$ cat src/hdl/bssc_params.svh
/*
 * Offsets, field positions, reset values and timing counts of the
 * backup supply switch control block.
 * Assumes inclusion by bare name from bssc_top; the package does not include it.
 */
`ifndef BSSC_PARAMS_SVH
`define BSSC_PARAMS_SVH

// Register indices; byte address is four times the index
`define BSSC_IDX_TIME_LAST  8'h06
`define BSSC_IDX_OUT_CTRL   8'h07
`define BSSC_IDX_MODE_CTRL  8'h08
`define BSSC_IDX_STATUS     8'h0B
`define BSSC_IDX_IRQ_STAT   8'h20
`define BSSC_IDX_IRQ_MASK   8'h21

// Output control fields
`define BSSC_OUT_LEVEL_BIT  7
`define BSSC_OUT_FSEL_BIT   6
`define BSSC_OUT_CTRL_RST   8'h80

// Mode control fields
`define BSSC_MODE_ALMEN_BIT 6
`define BSSC_MODE_DSEL_BIT  5

// Status fields
`define BSSC_ST_REARM_BIT   5
`define BSSC_ST_ALARM_BIT   2
`define BSSC_ST_BAT_BIT     1
`define BSSC_ST_LOSS_BIT    0

// Interrupt status fields
`define BSSC_IRQ_ALARM_BIT  0
`define BSSC_IRQ_TOBAT_BIT  1
`define BSSC_IRQ_TOMAIN_BIT 2
`define BSSC_IRQ_W          3

// Timing: 512 Hz output from the 250 MHz clock
`define BSSC_CLK_HZ         250000000
`define BSSC_FOUT_HZ        512
`define BSSC_HALF_CYC       (`BSSC_CLK_HZ / (2 * `BSSC_FOUT_HZ))

`endif

$ cat src/hdl/bssc_pkg.sv
/*
 * Types of the backup supply switch control block.
 * Assumes bssc_params.svh is on the include path.
 */
package bssc_pkg;

	// Supply selection states
	typedef enum logic [1:0] {
		BSSC_SEALED  = 2'b00,
		BSSC_MAIN    = 2'b01,
		BSSC_BATTERY = 2'b10
	} bssc_supply_t;

endpackage

$ cat src/hdl/bssc_sync.sv
/*
 * Two-flop synchroniser bank, one chain per bit.
 * Assumes inputs are levels that stay put for several clocks.
 */
`timescale 1ns/10ps
module bssc_sync #(
	parameter int W = 1
) (
	input  wire logic         i_clk,
	input  wire logic         i_rst,
	input  wire logic [W-1:0] i_async,
	output logic      [W-1:0] o_sync
);

	// ****************************************
	// Per-bit chains
	// ****************************************
	logic [W-1:0] meta;  // First stage, read by second stage only

	genvar g;
	generate
		for (g = 0; g < W; g++) begin : g_bit
			// Two flops per bit
			always_ff @(posedge i_clk) begin
				if (i_rst) begin
					meta[g]   <= 1'b0;
					o_sync[g] <= 1'b0;
				end else begin
					meta[g]   <= i_async[g];
					o_sync[g] <= meta[g];
				end
			end
		end
	endgenerate

endmodule

$ cat src/hdl/bssc_div.sv
/*
 * Enable-pulse divider: one pulse every HALF clock cycles.
 * Assumes a single clock; the pulse toggles the output square wave.
 */
`timescale 1ns/10ps
module bssc_div #(
	parameter int HALF = 4
) (
	input  wire logic i_clk,
	input  wire logic i_rst,
	output logic      o_tick
);

	// ****************************************
	// Counter
	// ****************************************
	logic [31:0] cnt;       // Cycles since last pulse
	logic [31:0] next_cnt;
	logic        next_tick;

	// Wrap at HALF-1 and pulse once
	always_comb begin
		next_tick = 1'b0;
		next_cnt  = cnt + 32'h0000_0001;
		if (cnt >= 32'(HALF - 1)) begin
			next_cnt  = 32'h0000_0000;
			next_tick = 1'b1;
		end
	end

	// Register counter and pulse
	always_ff @(posedge i_clk) begin
		if (i_rst) begin
			cnt    <= 32'h0000_0000;
			o_tick <= 1'b0;
		end else begin
			cnt    <= next_cnt;
			o_tick <= next_tick;
		end
	end

endmodule

$ cat src/hdl/bssc_top.sv
/*
 * Backup supply switch control: supply selection with hysteresis,
 * direct-switch mode, battery seal and re-arm, total power loss flag,
 * serial pin gating, dual-function open-drain output, APB registers
 * and a level interrupt.
 * Assumes comparator outputs are asynchronous levels, the serial
 * engine asks for SDA pull-down on i_sda_pull, and one 250 MHz clock.
 */
`timescale 1ns/10ps
`include "bssc_params.svh"

module bssc_top #(
	parameter int FOUT_HALF = `BSSC_HALF_CYC
) (
	input  wire logic        i_clk,
	input  wire logic        i_rst,
	input  wire logic        i_psel,
	input  wire logic        i_penable,
	input  wire logic        i_pwrite,
	input  wire logic [9:0]  i_paddr,
	input  wire logic [31:0] i_pwdata,
	output logic      [31:0] o_prdata,
	output logic             o_pready,
	output logic             o_pslverr,
	input  wire logic        i_main_present,
	input  wire logic        i_below_bat_minus_hys,
	input  wire logic        i_below_trip,
	input  wire logic        i_above_bat_plus_hys,
	input  wire logic        i_above_trip_plus_hys,
	input  wire logic        i_below_bat,
	input  wire logic        i_alarm_match,
	input  wire logic        i_total_loss,
	input  wire logic        i_sda_pull,
	output logic             o_sda_o,
	output logic             o_sda_oe,
	output logic             o_serial_en,
	output logic             o_fout_o,
	output logic             o_fout_oe,
	output logic             o_on_battery,
	output logic             o_bat_draw_en,
	output logic             o_trip_mon_en,
	output logic             o_time_run,
	output logic             o_irq
);
	import bssc_pkg::*;

	// ****************************************
	// Synchronised comparator levels
	// ****************************************
	logic [5:0] cmp;  // {below_bat, above_trip+h, above_bat+h,
	                  //  below_trip, below_bat-h, main_present}

	bssc_sync #(.W(6)) u_sync (
		.i_clk   (i_clk),
		.i_rst   (i_rst),
		.i_async ({i_below_bat, i_above_trip_plus_hys,
		           i_above_bat_plus_hys, i_below_trip,
		           i_below_bat_minus_hys, i_main_present}),
		.o_sync  (cmp)
	);

	logic tick;  // Half period of the 512 Hz output

	bssc_div #(.HALF(FOUT_HALF)) u_div (
		.i_clk  (i_clk),
		.i_rst  (i_rst),
		.o_tick (tick)
	);

	// ****************************************
	// State
	// ****************************************
	bssc_supply_t            state, next_state;  // Supply selection
	logic                    main_q, next_main_q; // Last main level
	logic [7:0]              out_ctrl, next_out_ctrl;
	logic                    alm_en, next_alm_en;
	logic                    dsel, next_dsel;   // Direct switch
	logic                    alarm, next_alarm; // Sticky alarm
	logic                    loss, next_loss;   // Total loss flag
	logic                    hold, next_hold;   // Time counters held
	logic                    first, next_first; // First cycle out of reset
	logic [`BSSC_IRQ_W-1:0]  ists, next_ists;
	logic [`BSSC_IRQ_W-1:0]  imsk, next_imsk;
	logic                    sq, next_sq;       // 512 Hz square
	logic [31:0]             next_prdata;
	logic                    next_pready, next_pslverr;
	logic                    next_sda_oe, next_fout_oe;

	// ****************************************
	// Bus decode
	// ****************************************
	logic       acc, wr_en;
	logic [7:0] idx;
	logic       hit;
	logic [31:0] rd;

	// Access completes on the edge where pready is seen high
	assign acc   = i_psel & i_penable & o_pready;
	assign wr_en = acc & i_pwrite;
	assign idx   = i_paddr[9:2];

	// Read mux and map check
	always_comb begin
		rd  = 32'h0000_0000;
		hit = 1'b1;
		if (idx <= `BSSC_IDX_TIME_LAST) begin
			rd = 32'h0000_0000;
		end else if (idx == `BSSC_IDX_OUT_CTRL) begin
			rd[7:0] = out_ctrl;
		end else if (idx == `BSSC_IDX_MODE_CTRL) begin
			rd[`BSSC_MODE_ALMEN_BIT] = alm_en;
			rd[`BSSC_MODE_DSEL_BIT]  = dsel;
		end else if (idx == `BSSC_IDX_STATUS) begin
			rd[`BSSC_ST_ALARM_BIT] = alarm;
			rd[`BSSC_ST_BAT_BIT]   = (state == BSSC_BATTERY);
			rd[`BSSC_ST_LOSS_BIT]  = loss;
		end else if (idx == `BSSC_IDX_IRQ_STAT) begin
			rd[`BSSC_IRQ_W-1:0] = ists;
		end else if (idx == `BSSC_IDX_IRQ_MASK) begin
			rd[`BSSC_IRQ_W-1:0] = imsk;
		end else begin
			hit = 1'b0;
		end
	end

	// ****************************************
	// Next-state logic
	// ****************************************
	logic go_bat, go_main, rearm, main_rise;

	always_comb begin
		next_state    = state;
		next_main_q   = cmp[0];
		next_out_ctrl = out_ctrl;
		next_alm_en   = alm_en;
		next_dsel     = dsel;
		next_alarm    = alarm;
		next_loss     = loss;
		next_hold     = hold;
		next_first    = 1'b0;
		next_ists     = ists;
		next_imsk     = imsk;
		next_sq       = sq;
		main_rise     = cmp[0] & ~main_q;
		rearm = wr_en & (idx == `BSSC_IDX_STATUS) &
		        i_pwdata[`BSSC_ST_REARM_BIT];
		go_bat  = dsel ? cmp[5] : (cmp[1] & cmp[2]);
		go_main = dsel ? cmp[3] : (cmp[3] | cmp[4]);

		// supply state moves on synced comparator values and the re-arm write
		case (state)
			BSSC_SEALED: begin
				if (main_rise) begin
					next_state = BSSC_MAIN;
				end
			end
			BSSC_MAIN: begin
				if (rearm) begin
					next_state = BSSC_SEALED;
				end else if (go_bat) begin
					next_state = BSSC_BATTERY;
				end
			end
			BSSC_BATTERY: begin
				if (go_main) begin
					next_state = BSSC_MAIN;
				end
			end
			default: begin
				next_state = BSSC_SEALED;
			end
		endcase

		// Register writes; clears first, hardware sets after
		if (wr_en) begin
			if (idx <= `BSSC_IDX_TIME_LAST) begin
				next_hold = 1'b0;
			end else if (idx == `BSSC_IDX_OUT_CTRL) begin
				next_out_ctrl = i_pwdata[7:0];
			end else if (idx == `BSSC_IDX_MODE_CTRL) begin
				next_alm_en = i_pwdata[`BSSC_MODE_ALMEN_BIT];
				next_dsel   = i_pwdata[`BSSC_MODE_DSEL_BIT];
			end else if (idx == `BSSC_IDX_STATUS) begin
				if (i_pwdata[`BSSC_ST_ALARM_BIT]) begin
					next_alarm = 1'b0;
				end
				if (i_pwdata[`BSSC_ST_LOSS_BIT]) begin
					next_loss = 1'b0;
				end
			end else if (idx == `BSSC_IDX_IRQ_STAT) begin
				next_ists = ists & ~i_pwdata[`BSSC_IRQ_W-1:0];
			end else if (idx == `BSSC_IDX_IRQ_MASK) begin
				next_imsk = i_pwdata[`BSSC_IRQ_W-1:0];
			end
		end

		// strap caught once after reset release
		if (first && i_total_loss) begin
			next_loss = 1'b1;
			next_hold = 1'b1;
		end
		// alarm match latched, set beats clear
		if (i_alarm_match && alm_en) begin
			next_alarm = 1'b1;
		end
		if (i_alarm_match && alm_en && !alarm) begin
			next_ists[`BSSC_IRQ_ALARM_BIT] = 1'b1;
		end
		if (state == BSSC_MAIN && next_state == BSSC_BATTERY) begin
			next_ists[`BSSC_IRQ_TOBAT_BIT] = 1'b1;
		end
		if (state == BSSC_BATTERY && next_state == BSSC_MAIN) begin
			next_ists[`BSSC_IRQ_TOMAIN_BIT] = 1'b1;
		end

		// square wave toggles on each tick, twice per 512 Hz period
		if (tick) begin
			next_sq = ~sq;
		end
	end

	// ****************************************
	// Pin and bus outputs
	// ****************************************
	always_comb begin
		next_sda_oe = i_sda_pull & (next_state == BSSC_MAIN);
		// drive low only, pull-up gives high
		if (next_out_ctrl[`BSSC_OUT_FSEL_BIT]) begin
			next_fout_oe = ~next_sq;
		end else begin
			next_fout_oe = ~next_out_ctrl[`BSSC_OUT_LEVEL_BIT];
		end
		// One wait state: pready follows the access phase
		next_pready  = i_psel & i_penable & ~o_pready;
		next_pslverr = next_pready & ~hit;
		next_prdata  = o_prdata;
		if (next_pready && !i_pwrite) begin
			next_prdata = rd;
		end
	end

	// ****************************************
	// Registers
	// ****************************************
	// Power-on reset puts the block sealed with defaults
	always_ff @(posedge i_clk) begin
		if (i_rst) begin
			state         <= BSSC_SEALED;
			main_q        <= 1'b0;
			out_ctrl      <= `BSSC_OUT_CTRL_RST;
			alm_en        <= 1'b0;
			dsel          <= 1'b0;
			alarm         <= 1'b0;
			loss          <= 1'b0;
			hold          <= 1'b0;
			first         <= 1'b1;
			ists          <= '0;
			imsk          <= '0;
			sq            <= 1'b0;
			o_prdata      <= 32'h0000_0000;
			o_pready      <= 1'b0;
			o_pslverr     <= 1'b0;
			o_sda_o       <= 1'b0;
			o_sda_oe      <= 1'b0;
			o_serial_en   <= 1'b0;
			o_fout_o      <= 1'b0;
			o_fout_oe     <= 1'b0;
			o_on_battery  <= 1'b0;
			o_bat_draw_en <= 1'b0;
			o_trip_mon_en <= 1'b1;
			o_time_run    <= 1'b1;
			o_irq         <= 1'b0;
		end else begin
			state         <= next_state;
			main_q        <= next_main_q;
			out_ctrl      <= next_out_ctrl;
			alm_en        <= next_alm_en;
			dsel          <= next_dsel;
			alarm         <= next_alarm;
			loss          <= next_loss;
			hold          <= next_hold;
			first         <= next_first;
			ists          <= next_ists;
			imsk          <= next_imsk;
			sq            <= next_sq;
			o_prdata      <= next_prdata;
			o_pready      <= next_pready;
			o_pslverr     <= next_pslverr;
			o_sda_o       <= 1'b0;
			o_sda_oe      <= next_sda_oe;
			// serial engine enabled on main only
			o_serial_en   <= (next_state == BSSC_MAIN);
			o_fout_o      <= 1'b0;
			o_fout_oe     <= next_fout_oe;
			o_on_battery  <= (next_state == BSSC_BATTERY);
			o_bat_draw_en <= (next_state != BSSC_SEALED);
			// trip monitor powered down in direct mode
			o_trip_mon_en <= ~next_dsel;
			o_time_run    <= ~next_hold;
			o_irq         <= |(next_ists & next_imsk);
		end
	end

endmodule

$ cat config.mk
export PLATFORM = sky130hd
export DESIGN_NAME = bssc_top
export DESIGN_NICKNAME = d
export VERILOG_FILES = /design/src/hdl/bssc_pkg.sv /design/src/hdl/bssc_sync.sv /design/src/hdl/bssc_div.sv /design/src/hdl/bssc_top.sv
export VERILOG_INCLUDE_DIRS = /design/src /design/src/hdl
export SDC_FILE = /design/constraint.sdc
export NUM_CORES = 1
export LEC_CHECK = 0
export ABC_CLOCK_PERIOD_IN_PS = 2200
export BUFFER_PORTS_ARGS = -buffer_cell sky130_fd_sc_hd__buf_2
export CAP_MARGIN = 20
export CORE_MARGIN = 2
export CORE_UTILIZATION = 40
export DETAILED_ROUTE_END_ITERATION = 8
export GPL_TIMING_DRIVEN = 0
export PLACE_DENSITY = 0.65
export SLEW_MARGIN = 20
export SYNTH_ARGS = -nofsm -noshare
export SYNTH_HDL_FRONTEND = slang
export SYNTH_SLANG_ARGS = --single-unit
$ cat constraint.sdc
create_clock -name i_clk -period 2.2 [get_ports i_clk]
set_input_delay 0.22 -clock i_clk [delete_from_list [all_inputs] [get_ports i_clk]]
set_output_delay 0.22 -clock i_clk [all_outputs]
set_load 0.02 [all_outputs]
# [Word-level counts from Yosys, hierarchy flattened]
# Cells that the tools add are included.
[word_totals] regBits=87 input_bits=56 output_inout_bits=44
[op_classes] n_reduce_logical=22 mux=67 addsub=1 eq_ne=15 n_lt_le_gt_ge=2 bitwise=24
[op_table] op="$mux 3" count=18
[op_table] op="$mux 1" count=37
[op_table] op="$add 32x1->32 const B" count=1
[op_table] op="$ge 32x18->1 const B" count=1
[op_table] op="$mux 8" count=4
[op_table] op="$eq 8x4->1 const B" count=2
[op_table] op="$eq 8x6->1 const B" count=2
[op_table] op="$mux 2" count=7
[op_table] op="$reduce_bool 2->1" count=7
[op_table] op="$ne 2x1->1 const B" count=6
[op_table] op="$reduce_and 6->1" count=2
[op_table] op="$and 1x1->1" count=10
[op_table] op="$not 1->1" count=10
[op_table] op="$eq 8x3->1 const B" count=1
[op_table] op="$le 8x3->1 const B" count=1
[op_table] op="$and 3x3->3" count=2
[op_table] op="$logic_and 1x1->1" count=6
[op_table] op="$pmux 2 s3" count=1
[op_table] op="$eq 2x1->1 const B" count=2
[op_table] op="$eq 2x2->1 const B" count=2
[op_table] op="$reduce_and 4->1" count=1
[op_table] op="$not 3->3" count=1
[op_table] op="$reduce_and 3->1" count=1
[op_table] op="$reduce_or 3->1" count=1
[op_table] op="4 further kinds" count=5

# [Logic depth before layout (Yosys ltp)]
# Gate-level depths: netlist of the first run.
[depth] word_depth=12 mapped_depth=7 ltp_nobuf=6

# [By module]
# Synthesis of the first run repeated with hierarchy kept, for this count alone.
[hier_totals] cells_unflattened=362 area_unflattened_um2=3562.2
[modules_own_cells] mod="bssc_top" area_each_um2=2049.5 seq_area_each_um2=840.8 instances=1 cells_each=227
[modules_own_cells] mod="bssc_div" area_each_um2=1146.1 seq_area_each_um2=660.6 instances=1 cells_each=110
[modules_own_cells] mod="bssc_sync" area_each_um2=366.6 seq_area_each_um2=240.2 instances=1 cells_each=25

# [Worst setup path after synthesis of the first run]
# Ideal clock, no wire load.
[synth_timing] kind="flip-flop to flip-flop" startpoint="register u_div.cnt[0]" endpoint="register u_div.cnt[10]" stages_incl_launch_ff=8 t_arrival_ns=1.713 setup_slack_ns=0.409 path_cell_list="dfxtp_1 ha_1 o21ai_1 nand2b_1 a2111oi_0 o31ai_2 buf_2 nor3_1"
[synth_between] elab_chain_cells=2 elab_cells_between_ends=3
[synth_rtl] element="start, declared" line_no="bssc_div.sv:17" rtl="logic [31:0] cnt;"
[synth_rtl] element="start signal, assigned" line_no="bssc_div.sv:37" rtl="cnt <= next_cnt;"
[synth_rtl] element="$ge 32x18->1" line_no="bssc_div.sv:25" rtl="if (cnt >= 32'(HALF - 1)) begin"
[synth_rtl] element="$reduce_or 2->1 (no line)"
# Several ways; a longest one is shown, not always the timed one.
# A chain may end at the register's enable or synchronous reset.

# [Final worst setup path of the first run]
[layout_timing] startpoint="register u_div.cnt[0]" endpoint="register u_div.cnt[13]"
# The elaborated chain is that of the path after synthesis.

==> results of run 1 <==
## cells by family (layout without fill, tap and decap cells)
kind of cell / after synthesis / count (layout) / share of synthesized area [%]
other: 1 / 40 / 0.109
AO/OA/AOI/OAI: 44 / 44 / 8.98
multiplexers: 14 / 14 / 4.12
buffers and inverters: 45 / 107 / 7.95
XOR/XNOR: 17 / 17 / 4.34
AND/OR/NAND/NOR: 142 / 142 / 23.3
flip-flops: 87 / 87 / 50.8
adder cells (fa/ha/maj): 1 / 1 / 0.365
## area by class of cell
class	instances	area, sq um
multi-input cells	258	1580
plain buffers	37	243
repair buffers	46	230
flip-flops and latches	87	1740
clock buffers	10	138
inverters	8	30.0
fillers	784	4100
clock inverters	6	67.6
well taps	105	131
## metal layers
layer / GRT usage, % / vias to the layer above / wire, um
li1: - / 1351 / -
met1: 19.2 / 1209 / 3080
met2: 26.3 / 90 / 3250
met3: 3.49 / 16 / 475
met4: 7.04 / 0 / 117
met5: 0 / - / 0
## cells in the mapped netlist, types with 2 or more instances
| library cell | count | area, sq um |
|---|---|---|
| o21ai_0 | 5 | 25.0 |
| nand2_1 | 21 | 78.8 |
| buf_4 | 27 | 203 |
| nor2b_1 | 21 | 131 |
| and3_1 | 4 | 25.0 |
| clkbuf_1 | 8 | 30.0 |
| a22oi_1 | 6 | 45.0 |
| xor2_1 | 8 | 70.1 |
| and2_1 | 2 | 12.5 |
| nand3_1 | 9 | 45.0 |
| mux2i_1 | 13 | 130 |
| dfxtp_1 | 87 | 1740 |
| nor2_1 | 24 | 90.1 |
| inv_1 | 8 | 30.0 |
| xnor2_1 | 9 | 78.8 |
| buf_2 | 2 | 10.0 |
| nor3b_1 | 2 | 15.0 |
| or2_1 | 2 | 12.5 |
| a211o_1 | 2 | 17.5 |
| nor3_1 | 24 | 120 |
| and4_1 | 3 | 26.3 |
| nand4_1 | 7 | 43.8 |
| nor4_1 | 4 | 25.0 |
| nand2b_1 | 4 | 25.0 |
| or3_1 | 3 | 18.8 |
| nor4_2 | 2 | 25.0 |
| a21oi_1 | 14 | 70.1 |
| o2bb2ai_1 | 3 | 26.3 |
## worst paths after layout
check | startpoint | end | slack [ns]
setup / recovery | u_div.cnt[0] | u_div.cnt[13] | 0.23
hold / removal | i_sda_pull | o_sda_oe | 0.06
setup reg to reg | u_div.cnt[0] | u_div.cnt[13] | 0.23
hold reg to reg | u_sync.meta[2] | u_sync.o_sync[2] | 0.44
## state kept, by name, summed over array words and instances, names as in the netlist, 2 cells and up
| name | count |
|---|---|
| u_sync.meta | 6 |
| ists | 3 |
| state | 2 |
| u_sync.o_sync | 6 |
| u_div.cnt | 32 |
| out_ctrl | 8 |
| o_prdata | 8 |
| imsk | 3 |
## through the flow
stage	cells	power, mW	utilization [%]	hold WS, ns	setup slack, ns
after global placement	541	1.86	47.7	0.421	0.122
after detailed placement	541	1.86	47.7	0.424	0.0694
after floorplan	390	1.80	-	0.248	0.409
after CTS	557	2.99	50.2	0.0494	0.0556
after global routing	557	3.07	50.3	0.0630	0.0369
final	557	2.96	50.3	0.0631	0.229
## worst max-delay path, stage by stage, from the launching register on
cell	delay [ns]
dfxtp_1	0.34
ha_1	0.25
o21ai_1	0.13
nand2b_1	0.08
a2111oi_2	0.48
o31ai_4	0.18
buf_2	0.23
nor3_1	0.20
## where the power goes
group / switching (mW) / total, mW / internal, mW
Combinational: 0.125 / 0.206 / 0.0810
Sequential: 0.0115 / 1.62 / 1.61
Clock: 0.572 / 1.13 / 0.562
==> results.tsv, run 1 <==
metric	value	unit
GRT Resource Usage Total	15.7	%
Min-Delay Path Class	in -> reg	
Layout Nets	504	
CTS root buf	clkbuf_8	
Worst Setup End Kind	register	
antenna violations before repair	0	
vias in the first global route	2456	
GRT Residual Overflow	0	
Clock Skew	0.00645	ns
Placer Congestion	0.880	
FMAX	0.507	GHz
Relative slew margins	63.9	%
first-pass GRT wire length	11100	um
Req. time, crit path	2.47	ns
vias post-DR	2666	
Sink Count	87	
vias per inst	4.79	
layout cells sized above 1	23.0	%
largest net degree at the start of global routing	16	
synth-to-layout area growth	21.2	%
ANT cells	0	
reg2reg path depth	7	
post-route cell area	4160	sq um
DR WL/cell	12.4	um
starting density of the core	41.5	%
die width	96.6	um
Resized cells post-CTS	0	
post-synth cell types	55	
sequential cell area fraction in the yosys report	50.8	%
measured slew at the worst slew-check pin	0.540	ns
PD cells	713	nW/um^2
post-route ant nets	0	
postcts setup bufs	0	
count of input and output buffers	46	
Critical Path AT	2.24	ns
die height	96.6	um
most frequent cells in the layout	87 x dfxtp_1, 48 x buf_2, 40 x conb_1	
crit path kind	reg -> reg	
Slew Viols, Final	0	
io pins	100	
CP startpoint kind	register	
leading register cell type out of synthesis	dfxtp_1	
CTS Hold Buffers Added	0	
Mapped Area	3430	sq um
DRC viols	0	
Setup TNS	0	ns
core region area	8260	sq um
status	finished clean	
WL final	6930	um
Hold Vio Cnt, Final	0	
Async SR Flop Fraction	0	%
TritonCTS clock tree	done	
Max Root-Sink Buffers	2	
synthesized instance count	351	
Yosys warnings	0	
Final setup viols	0	
placed cell areas	3940	sq um
H-tree levels	3	
leading cell type in the layout, fill and taps excluded	dfxtp_1	
row cnt	33	
total die area	9330	sq um
final worst path period share	89.6	%
1st-iter DRT viols	115	
HPWL Detailed	5110	um
Initial DRT Pass Iterations	4	
Leak Pwr	1.69	nW
RSZ-0062 raised after global routing	no	
Post-synth EDFFs	0	
fin crit period	1.97	ns
maximum VDD drop	0.377	mV
maxcap violations	0	
Worst-path clk slew	0.09	ns
clk_lat worst skew	0.35	ns
largest fanout on the critical path	10	
#FFs+latches synth	87	
Hold Path Stages	2	
CTS Buf Count	9	
post-synthesis average cell area	9.77	sq um
(Power assumes the default switching activity.)
==> inputs of run 2 (changes only) <==
--- a/config.mk
+++ b/config.mk
@@ -9,11 +9,13 @@
 export ABC_CLOCK_PERIOD_IN_PS = 2200
 export BUFFER_PORTS_ARGS = -buffer_cell sky130_fd_sc_hd__buf_2
 export CAP_MARGIN = 20
+export CELL_PAD_IN_SITES_DETAIL_PLACEMENT = 0
+export CELL_PAD_IN_SITES_GLOBAL_PLACEMENT = 2
 export CORE_MARGIN = 2
-export CORE_UTILIZATION = 40
+export CORE_UTILIZATION = 31
 export DETAILED_ROUTE_END_ITERATION = 8
 export GPL_TIMING_DRIVEN = 0
-export PLACE_DENSITY = 0.65
+export PLACE_DENSITY = 0.8
 export SLEW_MARGIN = 20
 export SYNTH_ARGS = -nofsm -noshare
 export SYNTH_HDL_FRONTEND = slang
==> results.tsv, run 2 (synthesized netlist as in run 1, its figures left out) <==
metric	value	unit	change
status	finished clean		
Max Root-Sink Buffers	2		unchanged
1st-iter DRT viols	50		-57%
Relative slew margins	60.6	%	-3.3 points
DR WL/cell	12.3	um	-1.3%
vias post-DR	2592		-2.8%
vias in the first global route	2442		-0.57%
CTS root buf	clkbuf_8		
cell family with most CP delay	simple AND/OR/NAND/NOR gates		
largest net degree at the start of global routing	18		+2
CP max stage delay	0.55	ns	+0.07 ns
crit path kind	reg -> reg		
Min-Delay Path Class	in -> reg		
HPWL Detailed	5420	um	+6.1%
core region area	10800	sq um	+31%
Initial DRT Pass Iterations	4		unchanged
Worst Setup End Kind	register		
antenna violations before repair	0		unchanged
placed insts	576		+6.5%
FMAX	0.486	GHz	-4.2%
hold path start	i_sda_pull		
CTS Hold Buffers Added	0		unchanged
Layout Nets	506		+0.40%
Top reg by flops	u_div.cnt		
synth-to-layout area growth	22.0	%	
M1 GR Usage	16.2	%	-3.0 points
Sink Count	87		unchanged
worst-path cell chain	nand4_1, nor2_1, mux2_2, a2111oi_1		
first-pass GRT wire length	11800	um	+7.0%
final core utilization	38.6	%	-12 points
maximum VDD drop	0.291	mV	-23%
measured slew at the worst slew-check pin	0.589	ns	+0.0496 ns
Slowest cell on crit path	a2111oi_1		
final std cells w/o fill	594		+6.6%
M3 GR Usage	3.17	%	-0.32 points
post-route ant nets	0		unchanged
GR Util met2	22.0	%	-4.2 points
RR Startpoint	o_pready		
H-tree levels	3		unchanged
maxcap violations	0		unchanged
Critical Path Start	o_pready		
total die area	11900	sq um	+28%
WL final	7290	um	+5.3%
RSZ-0062 raised after global routing	no		
CP startpoint kind	register		
ANT cells	0		unchanged
most frequent cells in the layout	87 x dfxtp_1, 48 x buf_2, 40 x conb_1		
top flop regs	u_div.cnt: 32 flops, o_prdata: 8 flops, out_ctrl: 8 flops		
row cnt	38		+15%
PD cells	688	nW/um^2	-3.4%
TritonCTS clock tree	done		
Top Usage Layer GRT	met2		
DRC viols	0		unchanged
vias per inst	4.36		-8.8%
count of input and output buffers	46		unchanged
Final setup viols	0		unchanged
# fillers	1128		+44%
layout cells sized above 1	23.1	%	+0.12 points
Leak Pwr	1.69	nW	-0.21%
io pins	100		unchanged
Placer Congestion	0.794		-9.8%
leading cell type in the layout, fill and taps excluded	dfxtp_1		
Clock Skew	0.0102	ns	+0.00370 ns
largest fanout on the critical path	6		-4
die height	109	um	+13%
CTS Buf Count	9		unchanged
Req. time, crit path	2.39	ns	-0.08 ns
Critical Path AT	2.25	ns	about the same
Slew Viols, Final	0		unchanged
starting density of the core	31.6	%	-9.9 points
final worst path period share	93.5	%	+3.9 points
die width	109	um	+13%
fin crit period	2.06	ns	+0.0864 ns
Worst-path clk slew	0.09	ns	about the same
CP Buf/Inv Count	0		-1
max reg flops	32		unchanged
GRT Resource Usage Total	13.1	%	-2.6 points
GRT Residual Overflow	0		unchanged
clk_lat worst skew	0.36	ns	about the same
Hold Vio Cnt, Final	0		unchanged
run 2: cell types whose count changed in the layout (fill, tap and decap cells not counted):
cell	change
a2111oi_2	-1
inv_8	+2
o31ai_4	-1
a2111oi_1	+1
bufinv_16	-1
clkinv_2	-1
o31ai_2	+1
clkinv_4	+1
buf_4	+2
clkbuf_8	-1
run 2: worst paths after layout:
check	endpoint	slack [ns]	depth (start not counted)
worst max register to register	o_fout_oe	0.14	4
worst max-delay path	o_fout_oe	0.14	4
worst min register to register	u_sync.o_sync[5]	0.44	1
worst min-delay path	o_sda_oe	0.06	2
run 2: where the power goes:
group,internal [mW],total (mW),switching (mW)
Clock,0.435,1.05,0.616
Sequential,1.61,1.62,0.0112
Combinational,0.0811,0.207,0.126
run 2: layer usage:
layer	vias up	wire (um)
met3	10	309
met2	45	3470
li1	1348	-
met4	0	107
met1	1189	3410
met5	-	0
run 2: worst register-to-register path: cells and delay by family (launching register included):
kind	cells	cell delay (ns)
simple gates	2	0.57
flops	1	0.40
compound gates	1	0.55
mux	1	0.37
run 2: final cells by class:
cell class                      count  area (sq um)  area share [%]
Buffer                             37           243            5.80
Clock buffer                        9           124            2.96
Clock inverter                      7          63.8            1.52
Inverter                            8          30.0           0.717
Multi-Input combinational cell    258          1560            37.3
Sequential cell                    87          1740            41.6
Tap cell                          140           175            4.19
Timing Repair Buffer               48           245            5.86
run 2: metrics by stage:
| step | hold slack, ns | cell area, sq um | setup TNS (ns) | power, mW | setup WS [ns] |
|---|---|---|---|---|---|
| final | 0.0581 | 4190 | 0 | 2.88 | 0.143 |
| after global routing | 0.0483 | 4190 | 0 | 3.03 | 0.0594 |
| after CTS | 0.0396 | 4170 | 0 | 2.93 | 0.0550 |
| after detailed placement | 0.422 | 3980 | -0.0287 | 1.87 | -0.0287 |
| after global placement | 0.421 | 3980 | -0.0230 | 1.87 | -0.0230 |
| after floorplan | 0.248 | 3580 | 0 | 1.80 | 0.409 |
run 2: repair_timing:
action | CTS | global route
setup buffers | 0 | 2
endpoints found under the setup margin | 0 | 10
gates resized for setup | 0 | 1
==> inputs of run 3 (changes only) <==
--- a/config.mk
+++ b/config.mk
@@ -12,10 +12,10 @@
 export CELL_PAD_IN_SITES_DETAIL_PLACEMENT = 0
 export CELL_PAD_IN_SITES_GLOBAL_PLACEMENT = 2
 export CORE_MARGIN = 2
-export CORE_UTILIZATION = 31
+export CORE_UTILIZATION = 30
 export DETAILED_ROUTE_END_ITERATION = 8
 export GPL_TIMING_DRIVEN = 0
-export PLACE_DENSITY = 0.8
+export PLACE_DENSITY = 0.78
 export SLEW_MARGIN = 20
 export SYNTH_ARGS = -nofsm -noshare
 export SYNTH_HDL_FRONTEND = slang
==> results.tsv, run 3 (synthesized netlist as in run 1, its figures left out) <==
metric	value	unit	change
Final WS setup	0.129	ns	-0.0138 ns
cell family with most CP delay	simple AND/OR/NAND/NOR gates		
core region area	11300	sq um	+4.0%
total die area	12300	sq um	+3.2%
Relative slew margins	60.9	%	+0.26 points
Layout Nets	504		-0.40%
first-pass GRT wire length	12400	um	+4.6%
CTS root buf	clkbuf_16		
placed cell areas	3990	sq um	about the same
worst-path cell chain	nand4_1, nor2_1, mux2_2, a2111oi_1		
HPWL Detailed	5500	um	+1.3%
DR WL/cell	12.4	um	+0.93%
ANT cells	0		unchanged
top flop regs	u_div.cnt: 32 flops, o_prdata: 8 flops, out_ctrl: 8 flops		
Worst-path clk slew	0.07	ns	-0.02 ns
Slew Viols, Final	0		unchanged
# fillers	1150		+2.0%
FMAX	0.483	GHz	-0.66%
io pins	100		unchanged
1st-iter DRT viols	92		+84%
Final setup viols	0		unchanged
Min-Delay Path Class	in -> reg		
RSZ-0062 raised after global routing	no		
NetSw	782	uW	+3.9%
DP Worst Slack	-0.0111	ns	+0.0176 ns
PD cells	782	nW/um^2	+14%
GR Util met2	19.9	%	-2.2 points
H-tree levels	3		unchanged
Initial DRT Pass Iterations	4		unchanged
CTS Buf Count	9		unchanged
synth-to-layout area growth	25.5	%	
vias post-DR	2601		+0.35%
placed insts	579		+0.52%
vias in the first global route	2533		+3.7%
DRC viols	0		unchanged
Top reg by flops	u_div.cnt		
maxcap violations	0		unchanged
TritonCTS clock tree	done		
Slowest cell on crit path	a2111oi_1		
count of input and output buffers	46		unchanged
GRT Resource Usage Total	12.7	%	-0.42 points
largest fanout on the critical path	6		unchanged
maximum VDD drop	0.336	mV	+15%
Hold Vio Cnt, Final	0		unchanged
vias per inst	4.37		+0.18%
antenna violations before repair	0		unchanged
Placer Congestion	0.787		-0.81%
layout cells sized above 1	23.0	%	-0.12 points
Worst Setup End Kind	register		
final std cells w/o fill	595		+0.17%
post-route cell area	4300	sq um	+2.8%
die height	111	um	+1.6%
Max Root-Sink Buffers	2		unchanged
WL final	7370	um	+1.1%
internal power	2.59	mW	+21%
most frequent cells in the layout	87 x dfxtp_1, 48 x buf_2, 40 x conb_1		
post-route ant nets	0		unchanged
measured slew at the worst slew-check pin	0.585	ns	-0.00392 ns
largest net degree at the start of global routing	17		-1
CP startpoint kind	register		
die width	111	um	+1.6%
Flop pwr share	48.2	%	-8.1 points
Clock Skew	0.00807	ns	-0.00208 ns
Req. time, crit path	2.37	ns	-0.02 ns
CP max stage delay	0.55	ns	about the same
CP Buf/Inv Count	0		unchanged
CTS Hold Buffers Added	0		unchanged
clk_lat worst skew	0.34	ns	-0.02 ns
clock share of power	45.6	%	+9.1 points
Critical Path AT	2.24	ns	about the same
switch share	23.2	%	-2.9 points
GRT Residual Overflow	0		unchanged
final worst path period share	94.1	%	+0.63 points
Sink Count	87		unchanged
M3 GR Usage	4.21	%	+1.0 points
row cnt	39		+2.6%
max reg flops	32		unchanged
Comb power frac	6.2	%	-1.0 points
hold slack	0.0747	ns	+0.0166 ns
leading cell type in the layout, fill and taps excluded	dfxtp_1		
Total Power	3.37	mW	+17%
starting density of the core	30.4	%	-1.2 points
Leak Pwr	1.73	nW	+2.6%
crit path kind	reg -> reg		
status	finished clean		
fin crit period	2.07	ns	+0.0138 ns
final core utilization	38.2	%	-0.42 points
M1 GR Usage	16.4	%	+0.15 points
Top Usage Layer GRT	met2		
Setup TNS	0	ns	unchanged
-- run 3: layout make-up --
cell class	instances	area, sq um	area share (%)
Multi-Input combinational cell	258	1580	36.6
Inverter	8	30.0	0.698
Tap cell	143	179	4.16
Timing Repair Buffer	46	230	5.35
Clock inverter	7	78.8	1.83
Buffer	37	243	5.64
Sequential cell	87	1740	40.5
Clock buffer	9	225	5.23
-- run 3: worst register-to-register path, stage by stage (launching register included) --
cell and delay (ns):
dfxtp_1 0.40, nand4_1 0.29, nor2_1 0.29, mux2_2 0.37, a2111oi_1 0.55
-- run 3: timing repair --
action / CTS / global route
setup buffers: 0 / 0
setup endpoints to repair: 1 / 10
pin swaps: 0 / 0
gates resized for setup: 1 / 2
endpoints found under the hold margin: 0 / 0
cloned: 0 / 0
-- run 3: routing by layer --
metal  up-vias  share of wire (%)
met1      1188                 46
met3        10                5.3
li1       1347                  -
met5         -                  0
met2        56                 47
met4         0                1.6
-- run 3: power by group through the flow --
stage	registers [mW]	logic, mW	clock network (mW)
3_5_place_dp	1.66	0.207	0
2_1_floorplan	1.67	0.136	0
6_report	1.62	0.207	1.54
4_1_cts	1.62	0.208	1.58
3_3_place_gp	1.66	0.206	0
5_1_grt	1.63	0.229	1.66
-- run 3: path summary, 6_finish.rpt --
check,startpoint,to,slack (ns),depth (start not counted)
setup / recovery,o_pready,o_fout_oe,0.13,4
hold / removal,i_sda_pull,o_sda_oe,0.07,2
setup reg to reg,o_pready,o_fout_oe,0.13,4
hold reg to reg,u_sync.meta[1],u_sync.o_sync[1],0.44,1
